## config.mk

```make
export PLATFORM = sky130hd
export DESIGN_NAME = addr_mode_unit
export DESIGN_NICKNAME = d
export VERILOG_FILES = /design/src/hw/addr_mode_pkg.sv /design/src/hw/addr_prefix_map.sv /design/src/hw/addr_mode_unit.sv
export SDC_FILE = /design/constraint.sdc
export NUM_CORES = 1
export LEC_CHECK = 0
export BUFFER_PORTS_ARGS = -buffer_cell sky130_fd_sc_hd__buf_2
export CORE_MARGIN = 2
export CORE_UTILIZATION = 39
export DETAILED_ROUTE_END_ITERATION = 8
export PLACE_DENSITY = 0.57
export SYNTH_ARGS = -nofsm -noshare
export SYNTH_HDL_FRONTEND = slang
export SYNTH_SLANG_ARGS = --single-unit
```

## constraint.sdc

```tcl
create_clock -name clk -period 10 [get_ports clk]
set_input_delay 1.5 -clock clk [delete_from_list [all_inputs] [get_ports clk]]
set_output_delay 1.5 -clock clk [all_outputs]
set_load 0.05 [all_outputs]
```

## src/hw/addr_mode_pkg.sv

```systemverilog
// Shared types and constants of the operand addressing unit.
// Assumes one clock domain shared with the CPU bus and the opcode decoder.
package addr_mode_pkg;

  // ==========================================================
  // Addressing modes as delivered by the opcode decoder
  typedef enum logic [3:0] {
    mode_inherent,
    mode_immediate,
    mode_dir_short,
    mode_dir_long,
    mode_idx_none,
    mode_idx_short,
    mode_idx_long,
    mode_ind_short,
    mode_ind_long,
    mode_indidx_short,
    mode_indidx_long,
    mode_rel_direct,
    mode_rel_indirect,
    mode_bit_direct,
    mode_bit_indirect,
    mode_bit_dir_rel
  } addr_mode_t;

  // ==========================================================
  // Prefix byte values
  localparam logic [7:0] index_swap_prefix          = 8'h90;
  localparam logic [7:0] indirect_index_swap_prefix = 8'h91;
  localparam logic [7:0] indirect_conversion_prefix = 8'h92;

  localparam logic [15:0] addr_step   = 16'h0001;
  localparam logic [7:0]  page_zero_hi = 8'h00;

  // ==========================================================
  // Request and result carriers
  typedef struct packed {
    addr_mode_t  mode;
    logic [7:0]  prefix;
    logic        prefix_valid;
    logic        rmw;
    logic [15:0] program_counter;
    logic [7:0]  index_x;
    logic [7:0]  index_y;
  } addr_req_t;

  typedef struct packed {
    logic [15:0] ea;
    logic [15:0] target;
    logic [7:0]  operand;
    logic [1:0]  length;
    logic        refused;
  } addr_res_t;

  // ==========================================================
  // Per-mode properties
  function automatic logic [1:0] arg_bytes(input addr_mode_t m);
    case (m)
      mode_inherent, mode_idx_none: arg_bytes = 2'd0;
      mode_dir_long, mode_idx_long: arg_bytes = 2'd2;
      default:                      arg_bytes = 2'd1;
    endcase
  endfunction

  function automatic logic [1:0] ptr_bytes(input addr_mode_t m);
    case (m)
      mode_ind_short, mode_indidx_short, mode_rel_indirect, mode_bit_indirect: ptr_bytes = 2'd1;
      mode_ind_long, mode_indidx_long:                                         ptr_bytes = 2'd2;
      default:                                                                 ptr_bytes = 2'd0;
    endcase
  endfunction

  function automatic logic has_disp(input addr_mode_t m);
    has_disp = (m == mode_bit_dir_rel);
  endfunction

  function automatic logic is_indexed(input addr_mode_t m);
    case (m)
      mode_idx_none, mode_idx_short, mode_idx_long,
      mode_indidx_short, mode_indidx_long: is_indexed = 1'b1;
      default:                             is_indexed = 1'b0;
    endcase
  endfunction

  function automatic logic is_long(input addr_mode_t m);
    case (m)
      mode_dir_long, mode_idx_long, mode_ind_long, mode_indidx_long: is_long = 1'b1;
      default:                                                       is_long = 1'b0;
    endcase
  endfunction

endpackage

```

## src/hw/addr_prefix_map.sv

```systemverilog
// Applies a prefix byte to the decoded mode and picks the index register.
// Assumes the prefix and mode are stable while the request is presented.
`timescale 1ns/10ps

module addr_prefix_map (
  input  wire addr_mode_pkg::addr_mode_t base_mode,
  input  wire logic [7:0]                prefix,
  input  wire logic                      prefix_valid,
  output addr_mode_pkg::addr_mode_t      eff_mode,
  output logic                           use_y
);

  // ==========================================================
  // Prefix translation
  always_comb begin
    eff_mode = base_mode;
    use_y    = 1'b0;
    if (prefix_valid) begin
      if (prefix == addr_mode_pkg::index_swap_prefix) begin
        use_y = 1'b1;
      end else if (prefix == addr_mode_pkg::indirect_conversion_prefix) begin
        case (base_mode)
          addr_mode_pkg::mode_dir_short:   eff_mode = addr_mode_pkg::mode_ind_short;
          addr_mode_pkg::mode_dir_long:    eff_mode = addr_mode_pkg::mode_ind_long;
          addr_mode_pkg::mode_idx_short:   eff_mode = addr_mode_pkg::mode_indidx_short;
          addr_mode_pkg::mode_idx_long:    eff_mode = addr_mode_pkg::mode_indidx_long;
          addr_mode_pkg::mode_rel_direct:  eff_mode = addr_mode_pkg::mode_rel_indirect;
          addr_mode_pkg::mode_bit_direct:  eff_mode = addr_mode_pkg::mode_bit_indirect;
          default:                         eff_mode = base_mode;
        endcase
      end else if (prefix == addr_mode_pkg::indirect_index_swap_prefix) begin
        case (base_mode)
          addr_mode_pkg::mode_idx_short: begin
            eff_mode = addr_mode_pkg::mode_indidx_short;
            use_y    = 1'b1;
          end
          addr_mode_pkg::mode_idx_long: begin
            eff_mode = addr_mode_pkg::mode_indidx_long;
            use_y    = 1'b1;
          end
          default: eff_mode = base_mode;
        endcase
      end
    end
  end

endmodule

```

## src/hw/addr_mode_unit.sv

```systemverilog
// Operand addressing unit: fetches operand bytes and pointers, forms the address.
// Assumes a same-clock memory port: request held until a one-cycle acknowledge.
`timescale 1ns/10ps

module addr_mode_unit (
  input  wire logic                     clk,
  input  wire logic                     resetn,
  input  wire logic                     start,
  input  wire addr_mode_pkg::addr_req_t req,
  output logic                          busy,
  output logic                          done,
  output addr_mode_pkg::addr_res_t      res,
  output logic                          mem_req,
  output logic [15:0]                   mem_addr,
  input  wire logic [7:0]               mem_rdata,
  input  wire logic                     mem_ack
);

  // ==========================================================
  // State
  typedef enum logic [2:0] {
    st_idle,
    st_arg,
    st_ptr,
    st_disp,
    st_done
  } phase_t;

  typedef struct packed {
    phase_t                    phase;
    addr_mode_pkg::addr_mode_t mode;
    logic [15:0]               pc;
    logic [7:0]                idx;
    logic [1:0]                cnt;
    logic [15:0]               arg;
    logic [15:0]               ptr;
    logic [7:0]                disp;
    logic                      mem_req;
    logic [15:0]               mem_addr;
    logic                      busy;
    logic                      done;
    addr_mode_pkg::addr_res_t  res;
  } unit_state_t;

  unit_state_t s;
  unit_state_t next_s;

  addr_mode_pkg::addr_mode_t mapped_mode;
  logic                      mapped_use_y;

  addr_prefix_map u_prefix (
    .base_mode    (req.mode),
    .prefix       (req.prefix),
    .prefix_valid (req.prefix_valid),
    .eff_mode     (mapped_mode),
    .use_y        (mapped_use_y)
  );

  // ==========================================================
  // Address arithmetic
  logic [1:0]  n_arg;
  logic [1:0]  n_ptr;
  logic [1:0]  total_len;
  logic [15:0] base;
  logic [15:0] index_term;
  logic [15:0] next_pc;
  logic [7:0]  rel_byte;
  logic [15:0] after_arg;
  logic        with_disp;
  logic        with_index;

  // ==========================================================
  // Fetch plan of the captured mode
  always_comb begin
    n_arg      = 2'd1;
    n_ptr      = 2'd0;
    with_disp  = 1'b0;
    with_index = 1'b0;
    case (s.mode)
      addr_mode_pkg::mode_inherent: begin
        n_arg = 2'd0;
      end
      addr_mode_pkg::mode_immediate: begin
        n_arg = 2'd1;
      end
      addr_mode_pkg::mode_dir_short: begin
        n_arg = 2'd1;
      end
      addr_mode_pkg::mode_dir_long: begin
        n_arg = 2'd2;
      end
      addr_mode_pkg::mode_idx_none: begin
        n_arg      = 2'd0;
        with_index = 1'b1;
      end
      addr_mode_pkg::mode_idx_short: begin
        with_index = 1'b1;
      end
      addr_mode_pkg::mode_idx_long: begin
        n_arg      = 2'd2;
        with_index = 1'b1;
      end
      addr_mode_pkg::mode_ind_short: begin
        n_ptr = 2'd1;
      end
      addr_mode_pkg::mode_ind_long: begin
        n_ptr = 2'd2;
      end
      addr_mode_pkg::mode_indidx_short: begin
        n_ptr      = 2'd1;
        with_index = 1'b1;
      end
      addr_mode_pkg::mode_indidx_long: begin
        n_ptr      = 2'd2;
        with_index = 1'b1;
      end
      addr_mode_pkg::mode_rel_indirect, addr_mode_pkg::mode_bit_indirect: begin
        n_ptr = 2'd1;
      end
      addr_mode_pkg::mode_bit_dir_rel: begin
        with_disp = 1'b1;
      end
      default: begin
        n_arg = 2'd1;
      end
    endcase
  end

  always_comb begin
    total_len  = n_arg + {1'b0, with_disp};
    after_arg  = s.pc + addr_mode_pkg::addr_step + {14'h0000, n_arg};
    next_pc    = s.pc + addr_mode_pkg::addr_step + {14'h0000, total_len};
    base       = (n_ptr != 2'd0) ? s.ptr : s.arg;
    if (s.mode == addr_mode_pkg::mode_idx_none) begin
      base = 16'h0000;
    end
    index_term = with_index ?
                 {addr_mode_pkg::page_zero_hi, s.idx} : 16'h0000;
    rel_byte   = with_disp ? s.disp :
                 ((n_ptr != 2'd0) ? s.ptr[7:0] : s.arg[7:0]);
  end

  // ==========================================================
  // Sequencer
  always_comb begin
    next_s      = s;
    next_s.done = 1'b0;
    case (s.phase)
      st_idle: begin
        if (start) begin
          next_s.mode = mapped_mode;
          next_s.idx  = mapped_use_y ? req.index_y : req.index_x;
          next_s.pc   = req.program_counter;
          next_s.cnt  = 2'd0;
          next_s.arg  = 16'h0000;
          next_s.ptr  = 16'h0000;
          next_s.disp = 8'h00;
          next_s.busy = 1'b1;
          // long forms refused for read-modify-write operations
          if (req.rmw && addr_mode_pkg::is_long(mapped_mode)) begin
            next_s.res         = '0;
            next_s.res.refused = 1'b1;
            next_s.done        = 1'b1;
            next_s.busy        = 1'b0;
          end else if (addr_mode_pkg::arg_bytes(mapped_mode) == 2'd0) begin
            next_s.phase = st_done;
          end else begin
            next_s.phase    = st_arg;
            next_s.mem_req  = 1'b1;
            next_s.mem_addr = req.program_counter + addr_mode_pkg::addr_step;
          end
        end
      end
      st_arg: begin
        if (mem_ack) begin
          // short address byte; word high byte first
          next_s.arg = {s.arg[7:0], mem_rdata};
          if (s.cnt + 2'd1 == n_arg) begin
            next_s.cnt = 2'd0;
            if (n_ptr != 2'd0) begin
              // pointer address lies in page zero
              next_s.phase    = st_ptr;
              next_s.mem_addr = {addr_mode_pkg::page_zero_hi, mem_rdata};
            end else if (addr_mode_pkg::has_disp(s.mode)) begin
              next_s.phase    = st_disp;
              next_s.mem_addr = after_arg;
            end else begin
              next_s.phase   = st_done;
              next_s.mem_req = 1'b0;
            end
          end else begin
            next_s.cnt      = s.cnt + 2'd1;
            next_s.mem_addr = s.mem_addr + addr_mode_pkg::addr_step;
          end
        end
      end
      st_ptr: begin
        if (mem_ack) begin
          next_s.ptr = {s.ptr[7:0], mem_rdata};
          if (s.cnt + 2'd1 == n_ptr) begin
            next_s.cnt     = 2'd0;
            next_s.phase   = st_done;
            next_s.mem_req = 1'b0;
          end else begin
            next_s.cnt      = s.cnt + 2'd1;
            next_s.mem_addr = s.mem_addr + addr_mode_pkg::addr_step;
          end
        end
      end
      st_disp: begin
        if (mem_ack) begin
          next_s.disp    = mem_rdata;
          next_s.phase   = st_done;
          next_s.mem_req = 1'b0;
        end
      end
      st_done: begin
        next_s.phase       = st_idle;
        next_s.busy        = 1'b0;
        next_s.done        = 1'b1;
        next_s.res.refused = 1'b0;
        next_s.res.length  = total_len;
        next_s.res.operand = 8'h00;
        next_s.res.target  = 16'h0000;
        next_s.res.ea      = base + index_term;
        case (s.mode)
          addr_mode_pkg::mode_immediate: begin
            next_s.res.operand = s.arg[7:0];
            next_s.res.ea      = s.pc + addr_mode_pkg::addr_step;
          end
          addr_mode_pkg::mode_ind_short, addr_mode_pkg::mode_ind_long: begin
            next_s.res.ea = s.ptr;
          end
          addr_mode_pkg::mode_rel_direct, addr_mode_pkg::mode_rel_indirect,
          addr_mode_pkg::mode_bit_dir_rel: begin
            next_s.res.target = next_pc + {{8{rel_byte[7]}}, rel_byte};
            if (s.mode != addr_mode_pkg::mode_bit_dir_rel) begin
              next_s.res.ea = 16'h0000;
            end
          end
          default: begin
            next_s.res.operand = 8'h00;
          end
        endcase
      end
      default: begin
        next_s = '0;
      end
    endcase
  end

  always_ff @(posedge clk or negedge resetn) begin
    if (!resetn) begin
      s <= '0;
    end else begin
      s <= next_s;
    end
  end

  // ==========================================================
  // Outputs
  assign busy     = s.busy;
  assign done     = s.done;
  assign res      = s.res;
  assign mem_req  = s.mem_req;
  assign mem_addr = s.mem_addr;

endmodule

```

### Word-level counts from Yosys, hierarchy flattened

Index checks and enable logic that the tools add are counted.

| word-level totals | value |
|---|---|
| register bits after elaboration | 135 |
| input port bits | 58 |
| output and inout port bits | 62 |
| logic and storage cells | 183 |

| cells by class | value |
|---|---|
| $add $sub $neg | 9 |
| eq/ne operators | 47 |
| mux-type cells | 70 |
| bitwise gates (word level) | 7 |
| reduce and logical (&&, ||, !) cells | 33 |

Operators by type and width:

| kind | number |
|---|---|
| $mux 16 | 9 |
| $pmux 16 s3 | 3 |
| $mux 135 | 1 |
| $pmux 45 s3 | 1 |
| $mux 17 | 4 |
| $pmux 16 s4 | 1 |
| $pmux 28 s2 | 1 |
| $add 16x1->16 const B | 3 |
| $mux 45 | 1 |
| $eq 4x4->1 const B | 11 |
| $mux 8 | 5 |
| $add 16x2->16 | 2 |
| $eq 4x3->1 const B | 8 |
| $mux 3 | 9 |
| $eq 8x8->1 const B | 3 |
| $ne 2x2->1 const B | 12 |
| $pmux 4 s6 | 1 |
| $pmux 8 s3 | 1 |
| $mux 18 | 1 |
| $add 16x16->16 | 1 |
| $add 16x8->16 | 1 |
| $eq 4x2->1 const B | 4 |
| $mux 4 | 4 |
| $reduce_or 2->1 | 8 |
| 31 further kinds | 71 |

### Logic depth before layout (Yosys ltp)

| depth | value |
|---|---|
| depth after elaboration | 20 |
| depth in mapped cells | 19 |
| depth with buffers taken out | 16 |

### Cells and area by module

From an unflattened synthesis, not the netlist that was laid out.

| second synthesis, totals | value |
|---|---|
| cells, all modules | 1,195 |
| area total of the unflattened synthesis | 10,118.5 µm² |

By module, submodules not included:

| module | times used | cells each | area an instance (µm²) | seq. area each (µm²) |
|---|---|---|---|---|
| addr_mode_unit | 1 | 1,161 | 9,857.0 | 3,378.2 |
| addr_prefix_map | 1 | 34 | 261.5 | 0.0 |

### Worst setup path before layout

Ideal clock, no wire load.

| timing | value |
|---|---|
| path kind | register to register |
| from | register s[129] in the netlist's numbering |
| to | register s (netlist bit res[22]) |
| setup time | 0.121 ns |
| data arrival time | 3.898 ns |
| data required time | 9.879 ns |
| slack | 5.981 ns |
| stages on the path, launching flop included | 18 |
| buffers on the path | 3 |
| period minus slack after synthesis | 4.019 ns |
| cells stage by stage | dfrtp_1 buf_4 and2_1 buf_4 o22ai_4 buf_2 mux2i_1 a21oi_1 fa_1 ha_1 fa_1 a211oi_1 o21ai_0 a21oi_1 nor2b_1 o41a_1 xnor2_1 a22o_1 |

| between the ends | value |
|---|---|
| word-level cells in the longest chain between the ends | 9 |
| elaborated cells between the ends (all ways) | 28 |
| those cells by class | 3 x add/sub; 11 x eq/ne; 7 x mux; 7 x reduce/logical |

RTL lines:

| item | RTL line | RTL |
|---|---|---|
| from (decl) | addr_mode_unit.sv:45 | `unit_state_t s;` |
| from (signal assigned) | addr_mode_unit.sv:256 | `s <= next_s;` |
| parallel branches: the longest is 7 deep, another holds $add 16x2->16 | - |  |
| $mux 16 * | addr_mode_unit.sv:226 | `case (s.mode)` |
| $pmux 45 s3 * | addr_mode_unit.sv:148 | `case (s.phase)` |

Mark *: on every way between the ends.
A chain may end at the register's enable or synchronous reset.

### Final worst setup path

| timing | value |
|---|---|
| from | register s[128] in the netlist's numbering |
| to | register s (netlist bit res[22]) |

The elaborated chain is that of the path after synthesis.

==> impl_metrics.csv <==
group,metric,value,unit
clock_network,cts-root-buf,"clkbuf_16",
clock_network,numCtsBuffers,17,
finish,drive_above_1_share,15.7,%
worst_hold_path,min_path_cells,2,
critical_path,cp.depth,13,
timing,final.setup_skew,0.00999,ns
grt,track_usage,23.0,%
clock_network,clock_sinks,135,
status,outcome,"complete, no violations",
synth,synthArstFlopShare,100,%
clock_network,clkLatencyLatePin,0.43,ns
place,port_buffers,119,
timing,fmax,206,MHz
grt,grt_max_degree,74,
critical_path,cp_slowest_stage_delay,0.82,ns
clock_network,cts_hold_buf,0,
finish,most-common-layout-cells,"183 x nand2_1, 135 x dfrtp_1, 118 x buf_2",
finish,final_nets,1316,
grt,grt_pass1_wl,47900,um
detailed_routing,initialDrtViolationCount,982,
critical_path,crit_type,"reg -> reg",
critical_path,critPathBufInv,0,
place,gp_congestion,0.901,
timing,slew_viol_final,0,
power,p_seq_share,25.2,%
timing,period_share,48.5,%
timing,worst_pin_slew,1.07,ns
critical_path,worst_setup_path_end_kind,"register",
place,hpwl,22700,um
worst_hold_path,hold_path_end,"res[20]",
timing,relSlewSlack,28.6,%
die,io-pin-count,120,
synth,ys_warn_count,0,
clock_network,clock_path_buffers,2,
grt,antenna_found_initial,0,
die,die_h,164,um
critical_path,r2r_cells,13,
power,switching_share,51.9,%
synth,synth-seq-cells,135,
detailed_routing,detail-route-antenna-nets,0,
synth,ys_seq_area_share,33.6,%
clock_network,ctsResizeCount,0,
power,clkPwrFrac,16.4,%
synth,syn_nets,1291,
power,powerDensity,345,nW/um^2
synth,syn-instance-count,1188,
die,die_w,164,um
timing,whs,0.471,ns
flow_run,max_cap_viol_count,0,
detailed_routing,avgRoutedWirePerCell,19.5,um
synth,synth_top_area_share,33.6,%
synth,syn_area,10000,um^2
detailed_routing,drc_errors,0,
die,initial_core_util,39.8,%
critical_path,cp-start-kind,"register",
finish,final_common_cell,"nand2_1",
critical_path,timing.rr.end,"res[22]",
synth,synth_top_flop_cell,"dfrtp_1",
synth,ys_types,81,
critical_path,rrSetupSlack,5.15,ns
detailed_routing,routed_wl,30400,um
finish,syn_to_final_growth,9.60,%
power,switching_power,1.97,mW
clock_network,postCtsSetupRepairBufs,0,
worst_hold_path,hold_path_class,"reg -> reg",
critical_path,required,10.32,ns
timing,tns,0,ns
die,core_area,25300,um^2
detailed_routing,vias,8967,
clock_network,cts.reportedPaths.clkPinSlew,0.07,ns
power,p_leak,5.10,nW
critical_path,cpLargestDelayFamily,"compound AO/OA/AOI/OAI gates",
finish,antenna_cells,0,
clock_network,cts_tree,"yes",
die,row_count,58,
synth,synth_edf_count,0,
timing,setup_viol,0,
critical_path,crit_fanout,25,
detailed_routing,drt_first_pass_iters,8,
power,ir_worst_vdd,0.170,mV
timing,rsz0062_at_grt,"false",
critical_path,crit-reg2reg-launch,"s[128]",
die,die_area,27100,um^2
power,p_int,1.83,mW
power,total_power,3.80,mW
timing,min_period,4.85,ns
worst_hold_path,min_from,"res[20]",
clock_network,htreeDepth,4,
critical_path,crit_slowest_cell,"dfrtp_1",
timing,finalHoldViolations,0,
synth,synth.area.top_cells,"dfrtp_1 34%, nand2_1 6.8%, ha_1 5.0%, o21ai_0 5.0%, buf_4 4.8%",
detailed_routing,routed_via_density,5.76,
finish,fin_util,43.6,%
critical_path,cp_data_arrival_time,5.17,ns
synth,avgSynthCellArea,8.46,um^2
critical_path,crit_chain,"and2_1 > nand3_1 > a21oi_1 > fa_1 > ha_1 > fa_1 > a211oi_1 > o21ai_0 > a21oi_1 > nor2b_1 > o41a_1 > xnor2_1 > a22o_1",
synth,yosysTopAreaCell,"dfrtp_1",
power,combPwrFrac,58.4,%
grt,grt_remaining_overflow,0,
finish,num-fill-cells,2557,
finish,final_cells,1556,
place,dp.cells,1524,
grt,grt_pass1_vias,8177,
through the flow:
stage          setup WS, ns  cell area [um^2]
2_1_floorplan          5.98             10000
3_3_place_gp           5.28             10400
3_5_place_dp           5.22             10400
4_1_cts                5.21             11000
5_1_grt                4.76             11000
6_report               5.15             11000
how the worst max path moves through the flow:
| stage | start | end |
|---|---|---|
| 2_1_floorplan | s[129] | res[22] |
| 3_3_place_gp | s[128] | res[22] |
| 3_5_place_dp | s[128] | res[22] |
| 4_1_cts | s[128] | res[22] |
| 5_1_grt | s[128] | res[25] |
| 6_report | s[128] | res[22] |
synth_stat cells, types with 6 or more instances:
| library cell | number |
|---|---|
| a22oi_1 | 10 |
| nor3_1 | 22 |
| nor2b_1 | 14 |
| nor2_1 | 72 |
| nand4_1 | 11 |
| xnor2_1 | 41 |
| and3_1 | 12 |
| or3_1 | 6 |
| buf_2 | 19 |
| a211oi_1 | 11 |
| nand2_1 | 183 |
| nand2b_1 | 8 |
| and2_1 | 23 |
| inv_1 | 29 |
| o32ai_1 | 8 |
| a22o_1 | 40 |
| xor2_1 | 30 |
| clkbuf_1 | 36 |
| mux2i_1 | 25 |
| dfrtp_1 | 135 |
| ha_1 | 40 |
| buf_4 | 64 |
| a222oi_1 | 8 |
| a31oi_1 | 10 |
| or2_2 | 7 |
| a21o_1 | 13 |
| o21ai_0 | 100 |
| o21ai_1 | 9 |
| a21oi_1 | 50 |
| nand3_1 | 38 |
state kept, by name (all words and copies together) (netlist names):
signal,cells
busy,1
done,1
mem_addr,16
mem_req,1
res,43
s,73
logic make-up after synthesis:
kind of cell | share of synthesized area (%)
flops | 33.6
mux | 2.60
fa+ha+maj | 5.98
compound gates | 22.3
xor+xnor | 6.41
buf+inv | 8.34
simple gates | 20.7
power by group through the flow:
stage | Sequential [mW] | Clock, mW | Combinational, mW
after floorplan | 0.852 | 0 | 1.78
after global placement | 0.960 | 0 | 2.18
after detailed placement | 0.966 | 0 | 2.18
after CTS | 0.957 | 0.633 | 2.20
after global routing | 0.993 | 0.655 | 2.43
final | 0.959 | 0.622 | 2.22
metal layers:
metal  track usage [%]  vias to the layer above  routed length, um
met2              33.7                      361              13000
met3              3.19                       45               2080
met1              35.0                     4298              14500
met5                 0                        -                  0
met4              6.96                        0                733
li1                  -                     4263                  -
tightest hold or removal path, delay by kind of cell (launching register included):
kind            cells  cell delay [ns]
compound gates      1             0.06
flops               1             0.34
simple gates        1             0.04
layout make-up:
cell class | instances | area, um^2 | share of cell area, %
clock buffer | 17 | 425 | 3.86
clock inverter | 15 | 144 | 1.31
inverter | 29 | 109 | 0.989
multi-input combinational | 900 | 5860 | 53.2
sequential | 135 | 3380 | 30.7
tap | 330 | 413 | 3.75
timing repair buffer | 130 | 684 | 6.22
(Power assumes the default switching activity.)
